File: config.mk
export PLATFORM = sky130hd
export DESIGN_NAME = sad_decode
export DESIGN_NICKNAME = d
export VERILOG_FILES = /design/src/verilog/sad_pkg.sv /design/src/verilog/sad_decode.sv /design/src/verilog/sad_region_match.sv /design/src/verilog/sad_flash_rd.sv
export SDC_FILE = /design/constraint.sdc
export NUM_CORES = 1
export LEC_CHECK = 0
export BUFFER_PORTS_ARGS = -buffer_cell sky130_fd_sc_hd__buf_2
export CAP_MARGIN = 20
export CORE_MARGIN = 10
export CORE_UTILIZATION = 45
export CTS_CLUSTER_DIAMETER = 60
export CTS_CLUSTER_SIZE = 14
export DETAILED_ROUTE_END_ITERATION = 6
export PLACE_DENSITY = 0.74
export SYNTH_ARGS = -nofsm -noshare
export SYNTH_HDL_FRONTEND = slang
export SYNTH_SLANG_ARGS = --single-unit
File: constraint.sdc
create_clock -name clk_sys -period 6.9 [get_ports clk_sys]
set_clock_uncertainty 0.1 [all_clocks]
set_input_delay 0 -clock clk_sys [delete_from_list [all_inputs] [get_ports clk_sys]]
set_output_delay 0 -clock clk_sys [all_outputs]
set_load 0.02 [all_outputs]
File: src/verilog/sad_pkg.sv
// package: region map, boot defaults and timing constants for the system address decoder
package sad_pkg;

   // ***************************************************************
   // region map
   // ***************************************************************
   localparam logic [31:0] SRAM_BASE   = 32'h0000_0000;
   localparam logic [31:0] FLASH_BASE  = 32'h8000_0000;
   localparam logic [31:0] XCS0_BASE   = 32'hc000_0000;
   localparam logic [31:0] XCS2_BASE   = 32'hc800_0000;
   localparam logic [31:0] XCS3_BASE   = 32'hcc00_0000;
   localparam logic [31:0] XSHR_BASE   = 32'hd000_0000;
   localparam logic [31:0] USB_BASE    = 32'he000_0000;
   localparam logic [31:0] BRGA_BASE   = 32'hfffe_0000;
   localparam logic [31:0] BRGB_BASE   = 32'hffff_0000;
   localparam logic [31:0] SZ_16M      = 32'h0100_0000;
   localparam logic [31:0] SZ_128M     = 32'h0800_0000;
   localparam logic [31:0] SZ_64K      = 32'h0001_0000;
   localparam logic [31:0] SZ_32K      = 32'h0000_8000;
   localparam logic [31:0] SZ_512K     = 32'h0008_0000;
   localparam logic [31:0] SZ_256K     = 32'h0004_0000;
   localparam logic [31:0] SZ_128K     = 32'h0002_0000;
   localparam logic [31:0] RESET_FETCH = 32'h8000_0000;

   // ***************************************************************
   // flash timing and fuses
   // ***************************************************************
   localparam int          FLASH_0WS_MHZ = 33;
   localparam int          FLASH_1WS_MHZ = 66;
   localparam logic [31:0] FUSE_ERASED   = 32'hffff_ffff;
   localparam logic [1:0]  SYNC_DONE     = 2'h3;

   // ***************************************************************
   // types
   // ***************************************************************
   typedef enum logic [3:0] {
      TGT_NONE  = 4'h0,
      TGT_SRAM  = 4'h1,
      TGT_FLASH = 4'h2,
      TGT_XCS0  = 4'h3,
      TGT_XCS2  = 4'h4,
      TGT_XCS3  = 4'h5,
      TGT_XSHR  = 4'h6,
      TGT_USB   = 4'h7,
      TGT_BRGA  = 4'h8,
      TGT_BRGB  = 4'h9
   } sad_tgt_t;

   typedef struct packed {
      logic        valid;
      logic        write;
      logic [31:0] addr;
   } sad_req_t;

   typedef struct packed {
      logic        sram_64k;
      logic [1:0]  flash_sel;   // 0: 512K, 1: 256K, 2: 128K
      logic        has_xbus;
   } sad_variant_t;

   // power-up clock state seen by the rest of the chip
   typedef struct packed {
      logic        rc_selected;
      logic        mult0_en;
      logic        mult1_en;
      logic        all_ungated;
      logic        div_bypass;
   } sad_clk_t;

endpackage

File: src/verilog/sad_decode.sv
// file: top of the system address decoder with boot defaults
`timescale 1ns/1ps
`default_nettype none
module sad_decode #(
   parameter sad_pkg::sad_variant_t VARIANT = '{sram_64k: 1'b1, flash_sel: 2'h0, has_xbus: 1'b1}
) (
   // clock and reset
   input  wire logic             clk_sys,
   input  wire logic             arst_n,
   // power, software clock control and flash wait state
   input  wire logic             power_good,
   input  wire logic             sw_mult0_en,
   input  wire logic             sw_mult1_en,
   input  wire logic             flash_one_ws,
   // erase command, fuse and user page writes
   input  wire logic             chip_erase,
   input  wire logic             fuse_wr,
   input  wire logic [31:0]      fuse_wdata,
   input  wire logic             upage_wr,
   input  wire logic [31:0]      upage_wdata,
   // master request
   input  wire sad_pkg::sad_req_t req,
   // routing, answer, chip reset, boot state, fuses and user page
   output var sad_pkg::sad_tgt_t tgt_ff,
   output logic                  resp_ok_ff,
   output logic                  resp_err_ff,
   output logic                  sys_rst_n_ff,
   output logic [31:0]           boot_addr_ff,
   output var sad_pkg::sad_clk_t clk_state_ff,
   output logic [31:0]           fuses_ff,
   output logic [31:0]           user_page_ff
);
   // ***************************************************************
   // power-good synchroniser and system reset
   // ***************************************************************
   logic [1:0] pg_sync_ff;
   logic       pg_s;

   // power_good comes from the analog cell, two flops before any use
   always_ff @(posedge clk_sys or negedge arst_n) begin
      if (!arst_n) begin
         pg_sync_ff <= 2'h0;
      end else begin
         pg_sync_ff <= {pg_sync_ff[0], power_good};
      end
   end
   assign pg_s = pg_sync_ff[1];

   // chip logic stays in reset while the supply is unstable
   always_ff @(posedge clk_sys or negedge arst_n) begin
      if (!arst_n) begin
         sys_rst_n_ff <= 1'b0;
      end else begin
         sys_rst_n_ff <= pg_s;
      end
   end

   // ***************************************************************
   // boot clock state and reset vector
   // ***************************************************************
   // multipliers may only start once the chip is out of reset
   always_ff @(posedge clk_sys or negedge arst_n) begin
      if (!arst_n) begin
         clk_state_ff <= '{rc_selected: 1'b1, mult0_en: 1'b0, mult1_en: 1'b0,
                           all_ungated: 1'b1, div_bypass: 1'b1};
      end else if (!sys_rst_n_ff) begin
         clk_state_ff <= '{rc_selected: 1'b1, mult0_en: 1'b0, mult1_en: 1'b0,
                           all_ungated: 1'b1, div_bypass: 1'b1};
      end else begin
         clk_state_ff.mult0_en <= sw_mult0_en;
         clk_state_ff.mult1_en <= sw_mult1_en;
      end
   end

   // fetch vector is a constant, no boot remap exists
   always_ff @(posedge clk_sys or negedge arst_n) begin
      if (!arst_n) begin
         boot_addr_ff <= sad_pkg::RESET_FETCH;
      end else begin
         boot_addr_ff <= sad_pkg::RESET_FETCH;
      end
   end

   // ***************************************************************
   // region decode
   // ***************************************************************
   localparam int NREG = 9;
   logic [31:0] bases [NREG];
   logic [31:0] sizes [NREG];
   logic        pres  [NREG];
   logic [NREG-1:0] hits;

   // variant flash size lookup
   function automatic logic [31:0] flash_size(input logic [1:0] sel);
      unique case (sel)
         2'h0:    flash_size = sad_pkg::SZ_512K;
         2'h1:    flash_size = sad_pkg::SZ_256K;
         default: flash_size = sad_pkg::SZ_128K;
      endcase
   endfunction

   // fixed window table; bases never depend on phase
   assign bases[0] = sad_pkg::SRAM_BASE;
   assign sizes[0] = VARIANT.sram_64k ? sad_pkg::SZ_64K : sad_pkg::SZ_32K;
   assign pres[0]  = 1'b1;
   assign bases[1] = sad_pkg::FLASH_BASE;
   assign sizes[1] = flash_size(VARIANT.flash_sel);
   assign pres[1]  = 1'b1;
   assign bases[2] = sad_pkg::XCS0_BASE;
   assign bases[3] = sad_pkg::XCS2_BASE;
   assign bases[4] = sad_pkg::XCS3_BASE;
   assign sizes[2] = sad_pkg::SZ_16M;
   assign sizes[3] = sad_pkg::SZ_16M;
   assign sizes[4] = sad_pkg::SZ_16M;
   assign pres[2]  = VARIANT.has_xbus;
   assign pres[3]  = VARIANT.has_xbus;
   assign pres[4]  = VARIANT.has_xbus;
   assign bases[5] = sad_pkg::XSHR_BASE;
   assign sizes[5] = sad_pkg::SZ_128M;
   assign pres[5]  = VARIANT.has_xbus;
   assign bases[6] = sad_pkg::USB_BASE;
   assign sizes[6] = sad_pkg::SZ_64K;
   assign pres[6]  = 1'b1;
   assign bases[7] = sad_pkg::BRGA_BASE;
   assign bases[8] = sad_pkg::BRGB_BASE;
   assign sizes[7] = sad_pkg::SZ_64K;
   assign sizes[8] = sad_pkg::SZ_64K;
   assign pres[7]  = 1'b1;
   assign pres[8]  = 1'b1;

   // one comparator per window
   genvar gi;
   generate
      for (gi = 0; gi < NREG; gi++) begin : g_win
         sad_region_match u_match (
            .addr    (req.addr),
            .base    (bases[gi]),
            .size    (sizes[gi]),
            .present (pres[gi]),
            .hit     (hits[gi])
         );
      end
   endgenerate

   // windows are disjoint so at most one hit; raw address, no segmentation
   sad_pkg::sad_tgt_t nxt_tgt;
   always_comb begin
      nxt_tgt = sad_pkg::TGT_NONE;
      for (int i = 0; i < NREG; i++) begin
         if (hits[i]) begin
            nxt_tgt = sad_pkg::sad_tgt_t'(4'(i + 1));
         end
      end
   end

   // ***************************************************************
   // access timing and answer
   // ***************************************************************
   logic flash_start;
   logic flash_done;
   logic busy_ff;

   assign flash_start = sys_rst_n_ff && (req.valid || busy_ff) && (nxt_tgt == sad_pkg::TGT_FLASH);

   sad_flash_rd u_flash (
      .clk_sys (clk_sys),
      .arst_n  (arst_n),
      .start   (flash_start),
      .addr    (req.addr),
      .one_ws  (flash_one_ws),
      .done    (flash_done)
   );

   // flash access with a wait state keeps the master stalled one cycle
   always_ff @(posedge clk_sys or negedge arst_n) begin
      if (!arst_n) begin
         busy_ff <= 1'b0;
      end else begin
         busy_ff <= flash_start && !flash_done;
      end
   end

   // registered answer: ok, or error for unmapped or absent regions
   always_ff @(posedge clk_sys or negedge arst_n) begin
      if (!arst_n) begin
         tgt_ff      <= sad_pkg::TGT_NONE;
         resp_ok_ff  <= 1'b0;
         resp_err_ff <= 1'b0;
      end else begin
         tgt_ff      <= (req.valid && sys_rst_n_ff) ? nxt_tgt : sad_pkg::TGT_NONE;
         resp_ok_ff  <= 1'b0;
         resp_err_ff <= 1'b0;
         if (sys_rst_n_ff && (req.valid || busy_ff)) begin
            if (nxt_tgt == sad_pkg::TGT_NONE) begin
               resp_err_ff <= 1'b1;
            end else if (nxt_tgt == sad_pkg::TGT_FLASH) begin
               resp_ok_ff  <= flash_done;
            end else begin
               resp_ok_ff  <= 1'b1;
            end
         end
      end
   end

   // ***************************************************************
   // fuses and user page
   // ***************************************************************
   // erase wins over a write in the same cycle; user page is untouched
   always_ff @(posedge clk_sys or negedge arst_n) begin
      if (!arst_n) begin
         fuses_ff     <= sad_pkg::FUSE_ERASED;
         user_page_ff <= 32'h0000_0000;
      end else begin
         if (chip_erase) begin
            fuses_ff <= sad_pkg::FUSE_ERASED;
         end else if (fuse_wr) begin
            fuses_ff <= fuse_wdata;
         end
         if (upage_wr) begin
            user_page_ff <= upage_wdata;
         end
      end
   end

   // ***************************************************************
   // assertions
   // ***************************************************************
   a_sram_single: assert property (@(posedge clk_sys) disable iff (!arst_n)
      (sys_rst_n_ff && req.valid && req.addr[31:16] == 16'h0000) |=> resp_ok_ff)
      else $error("sram access not single cycle");
   a_unmapped_err: assert property (@(posedge clk_sys) disable iff (!arst_n)
      (sys_rst_n_ff && req.valid && req.addr[31:28] == 4'h4) |=> resp_err_ff)
      else $error("unmapped access without error");
   a_flash_hit: assert property (@(posedge clk_sys) disable iff (!arst_n)
      (sys_rst_n_ff && req.valid && req.addr[31:16] == 16'h8000) |=> tgt_ff == sad_pkg::TGT_FLASH)
      else $error("flash base misrouted");
   a_bridge_b: assert property (@(posedge clk_sys) disable iff (!arst_n)
      (sys_rst_n_ff && req.valid && req.addr[31:16] == 16'hffff) |=> tgt_ff == sad_pkg::TGT_BRGB)
      else $error("bridge b misrouted");
   a_reset_hold: assert property (@(posedge clk_sys) disable iff (!arst_n)
      !pg_s |=> !sys_rst_n_ff)
      else $error("reset released without power good");
   a_mult_off: assert property (@(posedge clk_sys) disable iff (!arst_n)
      !sys_rst_n_ff |=> !clk_state_ff.mult0_en && !clk_state_ff.mult1_en)
      else $error("multiplier on during reset");
   a_boot_vec: assert property (@(posedge clk_sys) disable iff (!arst_n)
      boot_addr_ff == sad_pkg::RESET_FETCH && clk_state_ff.rc_selected)
      else $error("boot vector or source wrong");
   a_erase_fuse: assert property (@(posedge clk_sys) disable iff (!arst_n)
      chip_erase && !upage_wr |=> fuses_ff == sad_pkg::FUSE_ERASED
         && user_page_ff == $past(user_page_ff))
      else $error("erase fuse or user page wrong");
   a_ws_flash: assert property (@(posedge clk_sys) disable iff (!arst_n)
      (!flash_one_ws && flash_start) |=> resp_ok_ff)
      else $error("zero wait flash delayed");

   // ***************************************************************
   // routing of the remaining windows, then hole, answer, reset and boot clock checks and covers
   // ***************************************************************
   // sram window must also name its target, not only answer in time
   a_sram_tgt: assert property (@(posedge clk_sys) disable iff (!arst_n)
      (sys_rst_n_ff && req.valid && req.addr[31:16] == 16'h0000) |=> tgt_ff == sad_pkg::TGT_SRAM)
      else $error("sram base misrouted");

   // first external select window
   a_xcs0_hit: assert property (@(posedge clk_sys) disable iff (!arst_n)
      (sys_rst_n_ff && req.valid && req.addr[31:24] == 8'hc0) |=> tgt_ff == sad_pkg::TGT_XCS0)
      else $error("external select zero misrouted");

   // second external select window
   a_xcs2_hit: assert property (@(posedge clk_sys) disable iff (!arst_n)
      (sys_rst_n_ff && req.valid && req.addr[31:24] == 8'hc8) |=> tgt_ff == sad_pkg::TGT_XCS2)
      else $error("external select two misrouted");

   // third external select window
   a_xcs3_hit: assert property (@(posedge clk_sys) disable iff (!arst_n)
      (sys_rst_n_ff && req.valid && req.addr[31:24] == 8'hcc) |=> tgt_ff == sad_pkg::TGT_XCS3)
      else $error("external select three misrouted");

   // shared select covers the whole 128M, not just its first page
   a_xshr_hit: assert property (@(posedge clk_sys) disable iff (!arst_n)
      (sys_rst_n_ff && req.valid && req.addr[31:27] == 5'h1a) |=> tgt_ff == sad_pkg::TGT_XSHR)
      else $error("shared select misrouted");

   // usb configuration space
   a_usb_hit: assert property (@(posedge clk_sys) disable iff (!arst_n)
      (sys_rst_n_ff && req.valid && req.addr[31:16] == 16'he000) |=> tgt_ff == sad_pkg::TGT_USB)
      else $error("usb window misrouted");

   // first peripheral bridge
   a_bridge_a: assert property (@(posedge clk_sys) disable iff (!arst_n)
      (sys_rst_n_ff && req.valid && req.addr[31:16] == 16'hfffe) |=> tgt_ff == sad_pkg::TGT_BRGA)
      else $error("bridge a misrouted");

   // a hole low in the map must not alias onto sram
   a_hole_err: assert property (@(posedge clk_sys) disable iff (!arst_n)
      (sys_rst_n_ff && req.valid && req.addr[31:28] == 4'h1) |=> resp_err_ff)
      else $error("low hole without error");

   // never both kinds of answer in the same cycle
   a_one_answer: assert property (@(posedge clk_sys) disable iff (!arst_n)
      !(resp_ok_ff && resp_err_ff))
      else $error("ok and error together");

   // nothing answers while the chip is held in reset
   a_rst_quiet: assert property (@(posedge clk_sys) disable iff (!arst_n)
      !sys_rst_n_ff |=> !resp_ok_ff && !resp_err_ff)
      else $error("answer during chip reset");

   // source, gating and dividers never leave their boot state here
   a_clk_boot: assert property (@(posedge clk_sys) disable iff (!arst_n)
      clk_state_ff.rc_selected && clk_state_ff.all_ungated && clk_state_ff.div_bypass)
      else $error("boot clock state lost");

   // covers for the main scenarios
   c_flash_ws: cover property (@(posedge clk_sys) disable iff (!arst_n) busy_ff ##1 resp_ok_ff);
   c_burst: cover property (@(posedge clk_sys) disable iff (!arst_n) flash_one_ws && resp_ok_ff ##1 resp_ok_ff);
   c_erase: cover property (@(posedge clk_sys) disable iff (!arst_n) chip_erase && fuse_wr);
   c_err: cover property (@(posedge clk_sys) disable iff (!arst_n) resp_err_ff);
   c_boot: cover property (@(posedge clk_sys) disable iff (!arst_n) $rose(sys_rst_n_ff));
endmodule
`default_nettype wire

File: src/verilog/sad_region_match.sv
// file: one fixed base/size window comparator
`timescale 1ns/1ps
`default_nettype none
module sad_region_match (
   // address and window
   input  wire logic [31:0] addr,
   input  wire logic [31:0] base,
   input  wire logic [31:0] size,
   input  wire logic        present,
   // result
   output logic             hit
);
   // size is a power of two so the base compare is a mask of the upper bits
   assign hit = present && (((addr ^ base) & ~(size - 32'h0000_0001)) == 32'h0000_0000);
endmodule
`default_nettype wire

File: src/verilog/sad_flash_rd.sv
// file: flash read timing with wait states and sequential pipelining
`timescale 1ns/1ps
`default_nettype none
module sad_flash_rd (
   // clock and reset
   input  wire logic        clk_sys,
   input  wire logic        arst_n,
   // access request
   input  wire logic        start,
   input  wire logic [31:0] addr,
   input  wire logic        one_ws,
   // completion
   output logic             done
);
   logic [31:0] last_addr_ff;
   logic        last_ok_ff;
   logic        wait_ff;
   logic        seq;

   // sequential word continues the prefetched line
   assign seq = last_ok_ff && (addr == (last_addr_ff + 32'h0000_0004));

   // wait state held only for non-sequential first accesses
   always_ff @(posedge clk_sys or negedge arst_n) begin
      if (!arst_n) begin
         wait_ff <= 1'b0;
      end else begin
         wait_ff <= start && one_ws && !seq && !wait_ff;
      end
   end

   // address history for the pipeline, lost on any idle gap
   always_ff @(posedge clk_sys or negedge arst_n) begin
      if (!arst_n) begin
         last_addr_ff <= 32'h0000_0000;
         last_ok_ff   <= 1'b0;
      end else if (start) begin
         last_addr_ff <= addr;
         last_ok_ff   <= 1'b1;
      end else begin
         last_ok_ff   <= 1'b0;
      end
   end

   // zero wait: same cycle; one wait: second cycle unless sequential
   assign done = start && (!one_ws || seq || wait_ff);
endmodule
`default_nettype wire

==> results of run 1 <==
cell usage in the layout (no fill, tap or decap), types with 6 or more instances in the layout:
master and count:
a211o_1 32, a21oi_1 7, and2_1 14, buf_2 177, clkbuf_16 9, conb_1 35, dfrtp_1 78, dfstp_2 32
dlygate4sd3_1 97, inv_1 8, mux2_2 34, nand2_1 65, nand3_1 13, nand4_1 12, nor2_1 21, nor2b_1 35
nor3_1 14, nor4_1 6, o21ai_0 11, xnor2_1 25, xor2_1 17
path summary, 6_finish.rpt:
path	endpoint	slack, ns	from	cells past startpoint
min	u_flash.wait_ff	0.07	req[19]	6
max	resp_ok_ff	3.77	u_flash.last_addr_ff[2]	9
min reg2reg	sys_rst_n_ff	0.25	pg_sync_ff[1]	0
max in group asynchronous	tgt_ff[1]	5.40	arst_n	3
min in group asynchronous	user_page_ff[2]	0.09	arst_n	2
max reg2reg	resp_ok_ff	3.77	u_flash.last_addr_ff[2]	9
cells by family after synthesis:
| group | Yosys count | share of synthesized area (%) |
|---|---|---|
| mux | 35 | 6.93 |
| other cells | 2 | 0.133 |
| simple gates | 208 | 20.4 |
| xor+xnor | 42 | 6.49 |
| fa+ha+maj | 1 | 0.221 |
| flops | 110 | 49.3 |
| compound gates | 70 | 9.47 |
| buf+inv | 69 | 7.09 |
layout make-up:
cell class / count / area share (%)
clock buffer: 11 / 2.98
timing repair buffer: 276 / 24.0
sequential: 110 / 35.8
tap: 168 / 2.69
inverter: 8 / 0.384
multi-input combinational: 391 / 33.3
clock inverter: 5 / 0.849
antenna: 3 / 0.0961
where the power goes:
part / switching, mW / internal (mW) / total (mW)
registers: 0.0161 / 0.687 / 0.703
logic: 0.153 / 0.122 / 0.274
clock network: 0.243 / 0.287 / 0.529
routing by layer:
metal  vias up  global-route usage, %  part of all wire, %
li1       2314                      -                    -
met1      2324                   20.9                   39
met2       194                   31.6                   50
met3        24                   6.33                  8.2
met4         0                   7.40                  2.4
met5         -                      0                    0
flip-flops by register name (all words and copies together), names as in the netlist, 2 cells and up:
signal,flops
fuses_ff,32
clk_state_ff,2
tgt_ff,4
u_flash.last_addr_ff,32
pg_sync_ff,2
user_page_ff,32
worst max-delay path, stage by stage (launching register included):
cell	delay, ns
dfrtp_1	0.44
ha_1	0.33
xor2_1	0.17
nor3_1	0.17
nand4_1	0.12
or4_1	0.54
a311oi_1	0.30
nand4_1	0.19
o41ai_2	0.46
nor3b_2	0.23
==> reports/qor.txt, run 1 <==
Async SR Flop Fraction: 100%
Routed WL per cell: 16.7 µm
Layout Cells excl Fill: 972
FMAX: 0.320 GHz
DIE WIDTH: 132 µm
Syn Std Cell Area: 5670 µm²
Synth area leaders: dfrtp_1 (34%), dfstp_2 (15%), mux2_2 (6.8%)
Total chip power: 1.51 mW
Setup Total Neg Slack: 0 ns
CTS tree: built
Total area of sequential cells: 2790 µm²
Drt drc: 0
Vias: 4,856
Crit path max fanout: 5
Most common cell in the netlist: dfrtp_1
Post-synth top area share: 34.4%
Worst-Margin Slew: 1.04 ns
Cts hold-fix bufs: 97
Pre-CTS setup slack: 3.85 ns
Root buffer cell: clkbuf_16
Crit start category: register
Final Setup Violations: 0
Post-Route Utilization: 64.2%
Element type at the critical path end: register
Clock tree sinks: 110
Placed insts: 856
# IOs: 215
First-pass GRT wire length: 26,700 µm
Hold Violations, Final: 0
Seq cells post-synth: 110
Post-DP Area: 6530 µm²
Status: complete, no violations
Nets: 904
Min Hold Slack: 0.0683 ns
Pre-antenna DRT Iters: 4
Minimum clock period: 3.13 ns
RSZ-0062 raised after global routing: false
Total gr overflow: 0
EDFF count, synth: 0
Pwr/cell area: 193 nW/µm²
PortBufs: 178
Depth of the CTS H-tree: 3
Final WS setup: 3.77 ns
Ys Warns: 0
ANT nets after route: 0
Slew headroom: 30.8%
CTS buffer count: 9
Initial Utilization: 46.6%
Final Cell Area: 7810 µm²
P_leak: 3.59 nW
P&R area growth vs syn: 37.8%
Critical Path RT: 7.08 ns
Core ar.: 12,200 µm²
CTS clk-pin slew, worst paths: 0.07 ns
Post_cts resized: 0
DR vias/cell: 5.00
Multi-input gate area in the final layout: 2600 µm²
Arr. time, crit path: 3.30 ns
Initial antenna violation count: 2
Ys flop type: dfrtp_1
Library cells used by synthesis: 55
Yosys top cell by area: dfrtp_1
Slew Limit Fails: 0
Register area share after synthesis: 49.3%
Die Area: 17,500 µm²
HPWL after DPL: 11,300 µm
Most frequent cells after synthesis: dfrtp_1 (78), nand2_1 (65), buf_4 (36), nor2b_1 (35), mux2_2 (34)
Critical path class: register to register
Setup repair bufs after CTS: 0
1st-iter DRT viols: 287
Largest net degree at the start of global routing: 65
Tcrit/Tclk final: 45.3%
Final wirelength: 16,300 µm
Fillers: 943
Share of cells above drive strength 1: 34.5%
Total track usage: 18.6%
Clk buf depth: 2
GPL Wtd Cong: 0.921
Number of global-route vias before repair: 5,156
Worst Hold Class: primary input to register
Post-Syn Instances: 537
Worst VDD drop: 0.198 mV
Mean post-synth cell area: 10.6 µm²
Clock insertion delay at the later pin of the skew report: 0.36 ns
Max Cap Viol: 0
FP Rows: 40
Die height: 132 µm
No activity file was read; power rests on OpenSTA's default activity.
==> run 2: changes to the inputs <==
--- a/config.mk
+++ b/config.mk
@@ -5,6 +5,7 @@
 export SDC_FILE = /design/constraint.sdc
 export NUM_CORES = 1
 export LEC_CHECK = 0
+export ABC_AREA = 1
 export BUFFER_PORTS_ARGS = -buffer_cell sky130_fd_sc_hd__buf_2
 export CAP_MARGIN = 20
 export CORE_MARGIN = 10
@@ -12,7 +13,7 @@
 export CTS_CLUSTER_DIAMETER = 60
 export CTS_CLUSTER_SIZE = 14
 export DETAILED_ROUTE_END_ITERATION = 6
-export PLACE_DENSITY = 0.74
+export PLACE_DENSITY = 0.73
 export SYNTH_ARGS = -nofsm -noshare
 export SYNTH_HDL_FRONTEND = slang
 export SYNTH_SLANG_ARGS = --single-unit
==> constraint.sdc (replaced) <==
create_clock -name clk_sys -period 2.9 [get_ports clk_sys]
set_clock_uncertainty 0.1 [all_clocks]
set_input_delay 0 -clock clk_sys [delete_from_list [all_inputs] [get_ports clk_sys]]
set_output_delay 0 -clock clk_sys [all_outputs]
set_load 0.02 [all_outputs]
==> run 2 against run 1 <==
Flip-flop and latch count stayed put. Fmax is 35% higher. Via count is 18% higher. Sequential share of layout area is 2.2 points lower. Hold slack worse by 0.048 ns. Cell count is 24% higher. Clock-buffer cell count is 2 lower. Largest power group unchanged. Die area is 5.3% higher. Critical path depth is 6 higher. Worst setup slack worse by 3.2 ns. Largest cell class unchanged. Area after synthesis is 6.2% higher. Critical endpoint unchanged. Sequential power is 140% higher.
==> reports/qor.txt, run 2 <==
DIE WIDTH: 136 µm
Die height: 136 µm
CTS buffer count: 9
P_leak: 4.37 nW
Most common cell in the netlist: nand2_1
Placed insts: 1,087
Logic pwr share: 18.8%
Ys Warns: 0
Pwr/cell area: 432 nW/µm²
P&R area growth vs syn: 38.1%
Most frequent cells in the layout: nand2_1 (195), buf_2 (177), dlygate4sd3_1 (106)
PortBufs: 178
1st-iter DRT viols: 335
Clock tree sinks: 110
Post_cts resized: 0
Clk buf depth: 2
Worst Hold Class: primary input to register
First-pass GRT wire length: 29,900 µm
DR vias/cell: 4.75
Nets: 1,136
Total gr overflow: 0
Crit path max fanout: 4
Worst path cell trace: ha_1 > nand2_1 > nor2_4 > nand2_4 > nor2_2 > nand2_1 > nand2_1 > nand2_1 > nor2_1 > nand2_1 > nor2_1 > nand3_1 > nor2_2 > nor2_1 > nor2_2
Number of global-route vias before repair: 5,863
CTS tree: built
Hold Violations, Final: 0
R2R Path End: resp_ok_ff
Crit start category: register
Post-DP Area: 6960 µm²
Mean post-synth cell area: 8.02 µm²
ANT nets after route: 0
EDFF count, synth: 0
Switch Pwr: 1.06 mW
Slowest CP cell: dfrtp_1
RSZ-0062 raised after global routing: false
Async SR Flop Fraction: 100%
GPL Wtd Cong: 0.907
Largest net degree at the start of global routing: 61
Initial antenna violation count: 1
Die Area: 18,400 µm²
Ys flop type: dfrtp_1
Synth area leaders: dfrtp_1 (32%), dfstp_2 (14%), nand2_1 (12%)
Status: complete, no violations
FF-to-FF Start: u_flash.last_addr_ff[3]
Drt drc: 0
Worst path depth: 15
Total track usage: 20.3%
Share of cells above drive strength 1: 27.6%
Yosys top cell by area: dfrtp_1
Slowest Stage Delay on Critical Path: 0.40 ns
Slew Limit Fails: 0
Depth of the CTS H-tree: 3
Syn Std Cell Area: 6020 µm²
Post-Syn Instances: 751
Max Cap Viol: 0
HPWL after DPL: 12,800 µm
Worst r2r path cells: 15
FP Rows: 42
CP startpoint: u_flash.last_addr_ff[3]
Routed WL per cell: 15.5 µm
Sequential share of power: 46.8%
Final wirelength: 18,800 µm
CP bufs+invs: 0
Post-synth top area share: 32.4%
Tcrit/Tclk final: 80.0%
# IOs: 215
Vias: 5,742
Worst path most repeated cell: nand2_1
Initial Utilization: 45.6%
Int Power: 2.53 mW
Register area share after synthesis: 46.4%
Critical Path RT: 3.09 ns
Sw frac: 29.6%
Crit path max-delay family: simple AND/OR/NAND/NOR gates
Pre-antenna DRT Iters: 5
Most frequent cells after synthesis: nand2_1 (195), inv_1 (104), dfrtp_1 (78), nor2_1 (58), o21ai_0 (48)
Layout Cells excl Fill: 1,210
Worst-Margin Slew: 0.768 ns
Fillers: 1,114
FMAX: 0.431 GHz
Arr. time, crit path: 2.51 ns
Slew headroom: 48.8%
Core ar.: 13,200 µm²
Final Setup Violations: 0
Worst VDD drop: 0.474 mV
Top Registers: fuses_ff (32), u_flash.last_addr_ff (32), user_page_ff (32)
Element type at the critical path end: register
Clock Power Share: 34.3%
Library cells used by synthesis: 35
Setup Total Neg Slack: 0 ns
CTS clk-pin slew, worst paths: 0.08 ns
Final Cell Area: 8310 µm²
Clock insertion delay at the later pin of the skew report: 0.36 ns
CP endpoint: resp_ok_ff
Root buffer cell: clkbuf_16
Most common cell after layout, fill and taps aside: nand2_1
Minimum clock period: 2.32 ns
Worst reg2reg setup slack: 0.58 ns
Critical path class: register to register
Seq cells post-synth: 110
## run 2: cell types whose count changed after synthesis, sizes merged, moves of 19 or more
cell / delta
a21oi: +28
nand2: +136
nor2: +50
o21ai: +38
xnor2: -20
a211o: -32
nor2b: -35
inv: +97
nand3: +19
## run 2: final cells by class
cell class / instances / area (µm²) / area share [%]
diodes: 1 / 2.50 / 0.0301
repair buffers: 287 / 1990 / 23.9
inverters: 105 / 394 / 4.74
clock inverters: 7 / 67.6 / 0.813
well taps: 176 / 220 / 2.65
multi-input cells: 515 / 2620 / 31.5
clock buffers: 9 / 225 / 2.71
flip-flops and latches: 110 / 2790 / 33.6
## run 2: routing by layer
layer	vias to the layer above	global-route usage [%]	wire [µm]
li1	2837	-	-
met1	2664	22.9	7190
met2	222	34.1	9320
met3	19	9.20	2000
met4	0	5.14	248
met5	-	0	0
## run 2: power groups by stage
stage                     Sequential [mW]  Clock (mW)  Combinational, mW
after detailed placement             1.70           0              0.551
after global placement               1.70           0              0.541
after global routing                 1.69        1.32              0.734
after CTS                            1.68        1.27              0.661
after floorplan                      1.81           0              0.236
final                                1.68        1.23              0.675
## run 2: how the worst min path moves through the flow
stage | end | start | cells after the start
2_1_floorplan | busy_ff | arst_n | 0
5_1_grt | tgt_ff[0] | req[27] | 5
3_5_place_dp | pg_sync_ff[0] | power_good | 1
6_report | tgt_ff[0] | req[25] | 5
4_1_cts | tgt_ff[0] | req[25] | 5
3_3_place_gp | pg_sync_ff[0] | power_good | 1
## run 2: kinds of logic after synthesis
family          share of synthesized area [%]
fa+ha+maj                               0.208
buf+inv                                  12.1
other cells                             0.125
simple gates                             25.0
compound gates                           7.73
flops                                    46.4
xor+xnor                                 2.47
mux                                      5.99
## run 2: worst register-to-register path, delay by kind of cell (launching register included)
kind | cells | cell delay [ns]
fa+ha+maj | 1 | 0.23
flops | 1 | 0.40
simple gates | 14 | 1.54
## run 2: repair_timing
item	CTS	global route
hold buffers	106	0
buffers inserted	0	0
hold endpoints to repair	152	0
## run 2: through the flow
stage / power, mW / setup WS, ns / hold slack [ns] / utilization (%)
6_report: 3.59 / 0.580 / 0.0207 / 63.0
5_1_grt: 3.74 / 0.349 / 0.0420 / 63.0
4_1_cts: 3.61 / 0.599 / 0.00903 / 63.0
3_5_place_dp: 2.25 / 0.622 / 0.0181 / 52.7
3_3_place_gp: 2.24 / 0.645 / 0.00830 / 52.7
2_1_floorplan: 2.04 / 0.997 / -0.396 / -
==> run 3: changes to the inputs <==
==> constraint.sdc (replaced) <==
create_clock -name clk_sys -period 2.3 [get_ports clk_sys]
set_clock_uncertainty 0.1 [all_clocks]
set_input_delay 0 -clock clk_sys [delete_from_list [all_inputs] [get_ports clk_sys]]
set_output_delay 0 -clock clk_sys [all_outputs]
set_load 0.02 [all_outputs]
==> run 3 against run 2 <==
Total power up 29%. Cell count rose by 1.2%. First-iteration DRC count fell by 4.5%. Sequential share of layout area is 0.77 points lower. Worst setup slack lost 0.49 ns. Non-clock buffer count rose by 13. Combinational power up 28%. Flip-flop and latch count stayed put. Largest power group unchanged.
==> reports/qor.txt, run 3 (synthesized netlist as in run 2, its figures left out) <==
FF-to-FF Start: u_flash.last_addr_ff[2]
Int Power: 3.31 mW
M1 GR Usage: 22.9%
Initial antenna violation count: 1
Clock insertion delay at the later pin of the skew report: 0.35 ns
Share of cells above drive strength 1: 29.4%
Clock Power Share: 35.7%
P&R area growth vs syn: 41.4%
ANT nets after route: 0
Crit path max fanout: 5
CTS tree: built
Die height: 136 µm
Drt drc: 0
Tcrit/Tclk final: 95.9%
Global-route met2 utilization: 35.0%
First-pass GRT wire length: 30,600 µm
DIE WIDTH: 136 µm
DR vias/cell: 4.83
FMAX: 0.454 GHz
Total track usage: 20.6%
Sequential share of power: 45.7%
Final Cell Area: 8510 µm²
Worst reg2reg setup slack: 0.1 ns
Top Registers: fuses_ff (32), u_flash.last_addr_ff (32), user_page_ff (32)
Busiest grt layer: met2
Clk buf depth: 2
1st-iter DRT viols: 320
Minimum clock period: 2.20 ns
Largest net degree at the start of global routing: 47
CP endpoint: resp_ok_ff
Pwr/cell area: 546 nW/µm²
FP Rows: 42
Worst-Margin Slew: 0.703 ns
Clock tree sinks: 110
Total gr overflow: 0
Post-DP Area: 6990 µm²
P_leak: 4.45 nW
GR Util met3: 8.57%
Final Setup Violations: 0
Most common cell after layout, fill and taps aside: nand2_1
Logic pwr share: 18.6%
CTS clk-pin slew, worst paths: 0.08 ns
Slew Limit Fails: 0
Slew headroom: 53.2%
CTS buffer count: 9
Hold Violations, Final: 0
Root buffer cell: clkbuf_16
Pre-antenna DRT Iters: 6
GPL Wtd Cong: 0.884
Crit start category: register
Post-Route Utilization: 64.5%
Most frequent cells in the layout: nand2_1 (194), buf_2 (177), dlygate4sd3_1 (110)
Routed WL per cell: 15.8 µm
Status: complete, no violations
Max Cap Viol: 0
Vias: 5,914
Arr. time, crit path: 2.39 ns
Initial Utilization: 45.6%
Element type at the critical path end: register
Worst VDD drop: 0.495 mV
Worst r2r path cells: 15
PortBufs: 178
Number of global-route vias before repair: 6,077
Placed insts: 1,092
Die Area: 18,400 µm²
Nets: 1,150
Worst Hold Class: primary input to register
R2R Path End: resp_ok_ff
CP startpoint: u_flash.last_addr_ff[2]
Core ar.: 13,200 µm²
Critical Path RT: 2.49 ns
Switch Pwr: 1.34 mW
Final wirelength: 19,300 µm
Depth of the CTS H-tree: 3
Sw frac: 28.9%
Critical path class: register to register
# IOs: 215
Layout Cells excl Fill: 1,224
Min Hold Slack: 0.0196 ns
HPWL after DPL: 13,000 µm
run 3: area by class of cell:
| cell class | count | area [µm²] |
|---|---|---|
| Antenna cell | 1 | 2.50 |
| Timing Repair Buffer | 300 | 2100 |
| Multi-Input combinational cell | 516 | 2680 |
| Fill cell | 1078 | 4680 |
| Tap cell | 176 | 220 |
| Clock buffer | 9 | 225 |
| Sequential cell | 110 | 2790 |
| Clock inverter | 7 | 95.1 |
| Inverter | 105 | 394 |
run 3: routing by layer:
| metal | part of all wire, % | vias to the layer above |
|---|---|---|
| li1 | - | 2868 |
| met1 | 37 | 2745 |
| met2 | 50 | 262 |
| met3 | 10 | 39 |
| met4 | 2.4 | 0 |
| met5 | 0 | - |
run 3: worst max-delay path: stages, from the launching register on:
cell and delay, ns:
dfrtp_1 0.44, ha_4 0.17, nand2_1 0.09, nor2_4 0.20
nand2_4 0.13, nor2_4 0.13, nand2_1 0.06, nand2_1 0.05
nand2_1 0.05, nor2_1 0.11, nand2_1 0.07, nor2_2 0.13
nand3_2 0.11, nor2_4 0.16, nor2_1 0.06, nor2_2 0.08
run 3: power by group through the flow:
| stage | clock network [mW] | registers, mW | logic [mW] |
|---|---|---|---|
| after CTS | 1.70 | 2.12 | 0.841 |
| after detailed placement | 0 | 2.15 | 0.696 |
| final | 1.66 | 2.12 | 0.863 |
| after global routing | 1.77 | 2.14 | 0.935 |
| after floorplan | 0 | 2.28 | 0.297 |
| after global placement | 0 | 2.14 | 0.685 |
run 3: how the worst min path moves through the flow:
stage	startpoint	end	slack, ns	cells past startpoint
4_1_cts	fuse_wr	fuses_ff[28]	0.002	2
3_5_place_dp	arst_n	user_page_ff[31]	-0.11	1
2_1_floorplan	arst_n	busy_ff	-0.40	0
5_1_grt	fuse_wr	fuses_ff[23]	0.04	2
3_3_place_gp	arst_n	user_page_ff[31]	-0.11	1
6_report	req[27]	tgt_ff[2]	0.02	5
run 3: per-stage QoR:
stage | setup TNS (ns) | setup WS, ns | power (mW)
6_report | 0 | 0.0951 | 4.65
3_3_place_gp | 0 | 0.111 | 2.83
2_1_floorplan | 0 | 0.397 | 2.58
3_5_place_dp | 0 | 0.0646 | 2.84
4_1_cts | 0 | 0.0324 | 4.66
5_1_grt | -0.0771 | -0.0536 | 4.84
run 3: timing repair:
item | CTS | global route
resized for setup | 0 | 15
hold endpoints to repair | 188 | 0
buffers inserted | 0 | 4
hold buffers | 110 | 0
endpoints found under the setup margin | 0 | 3
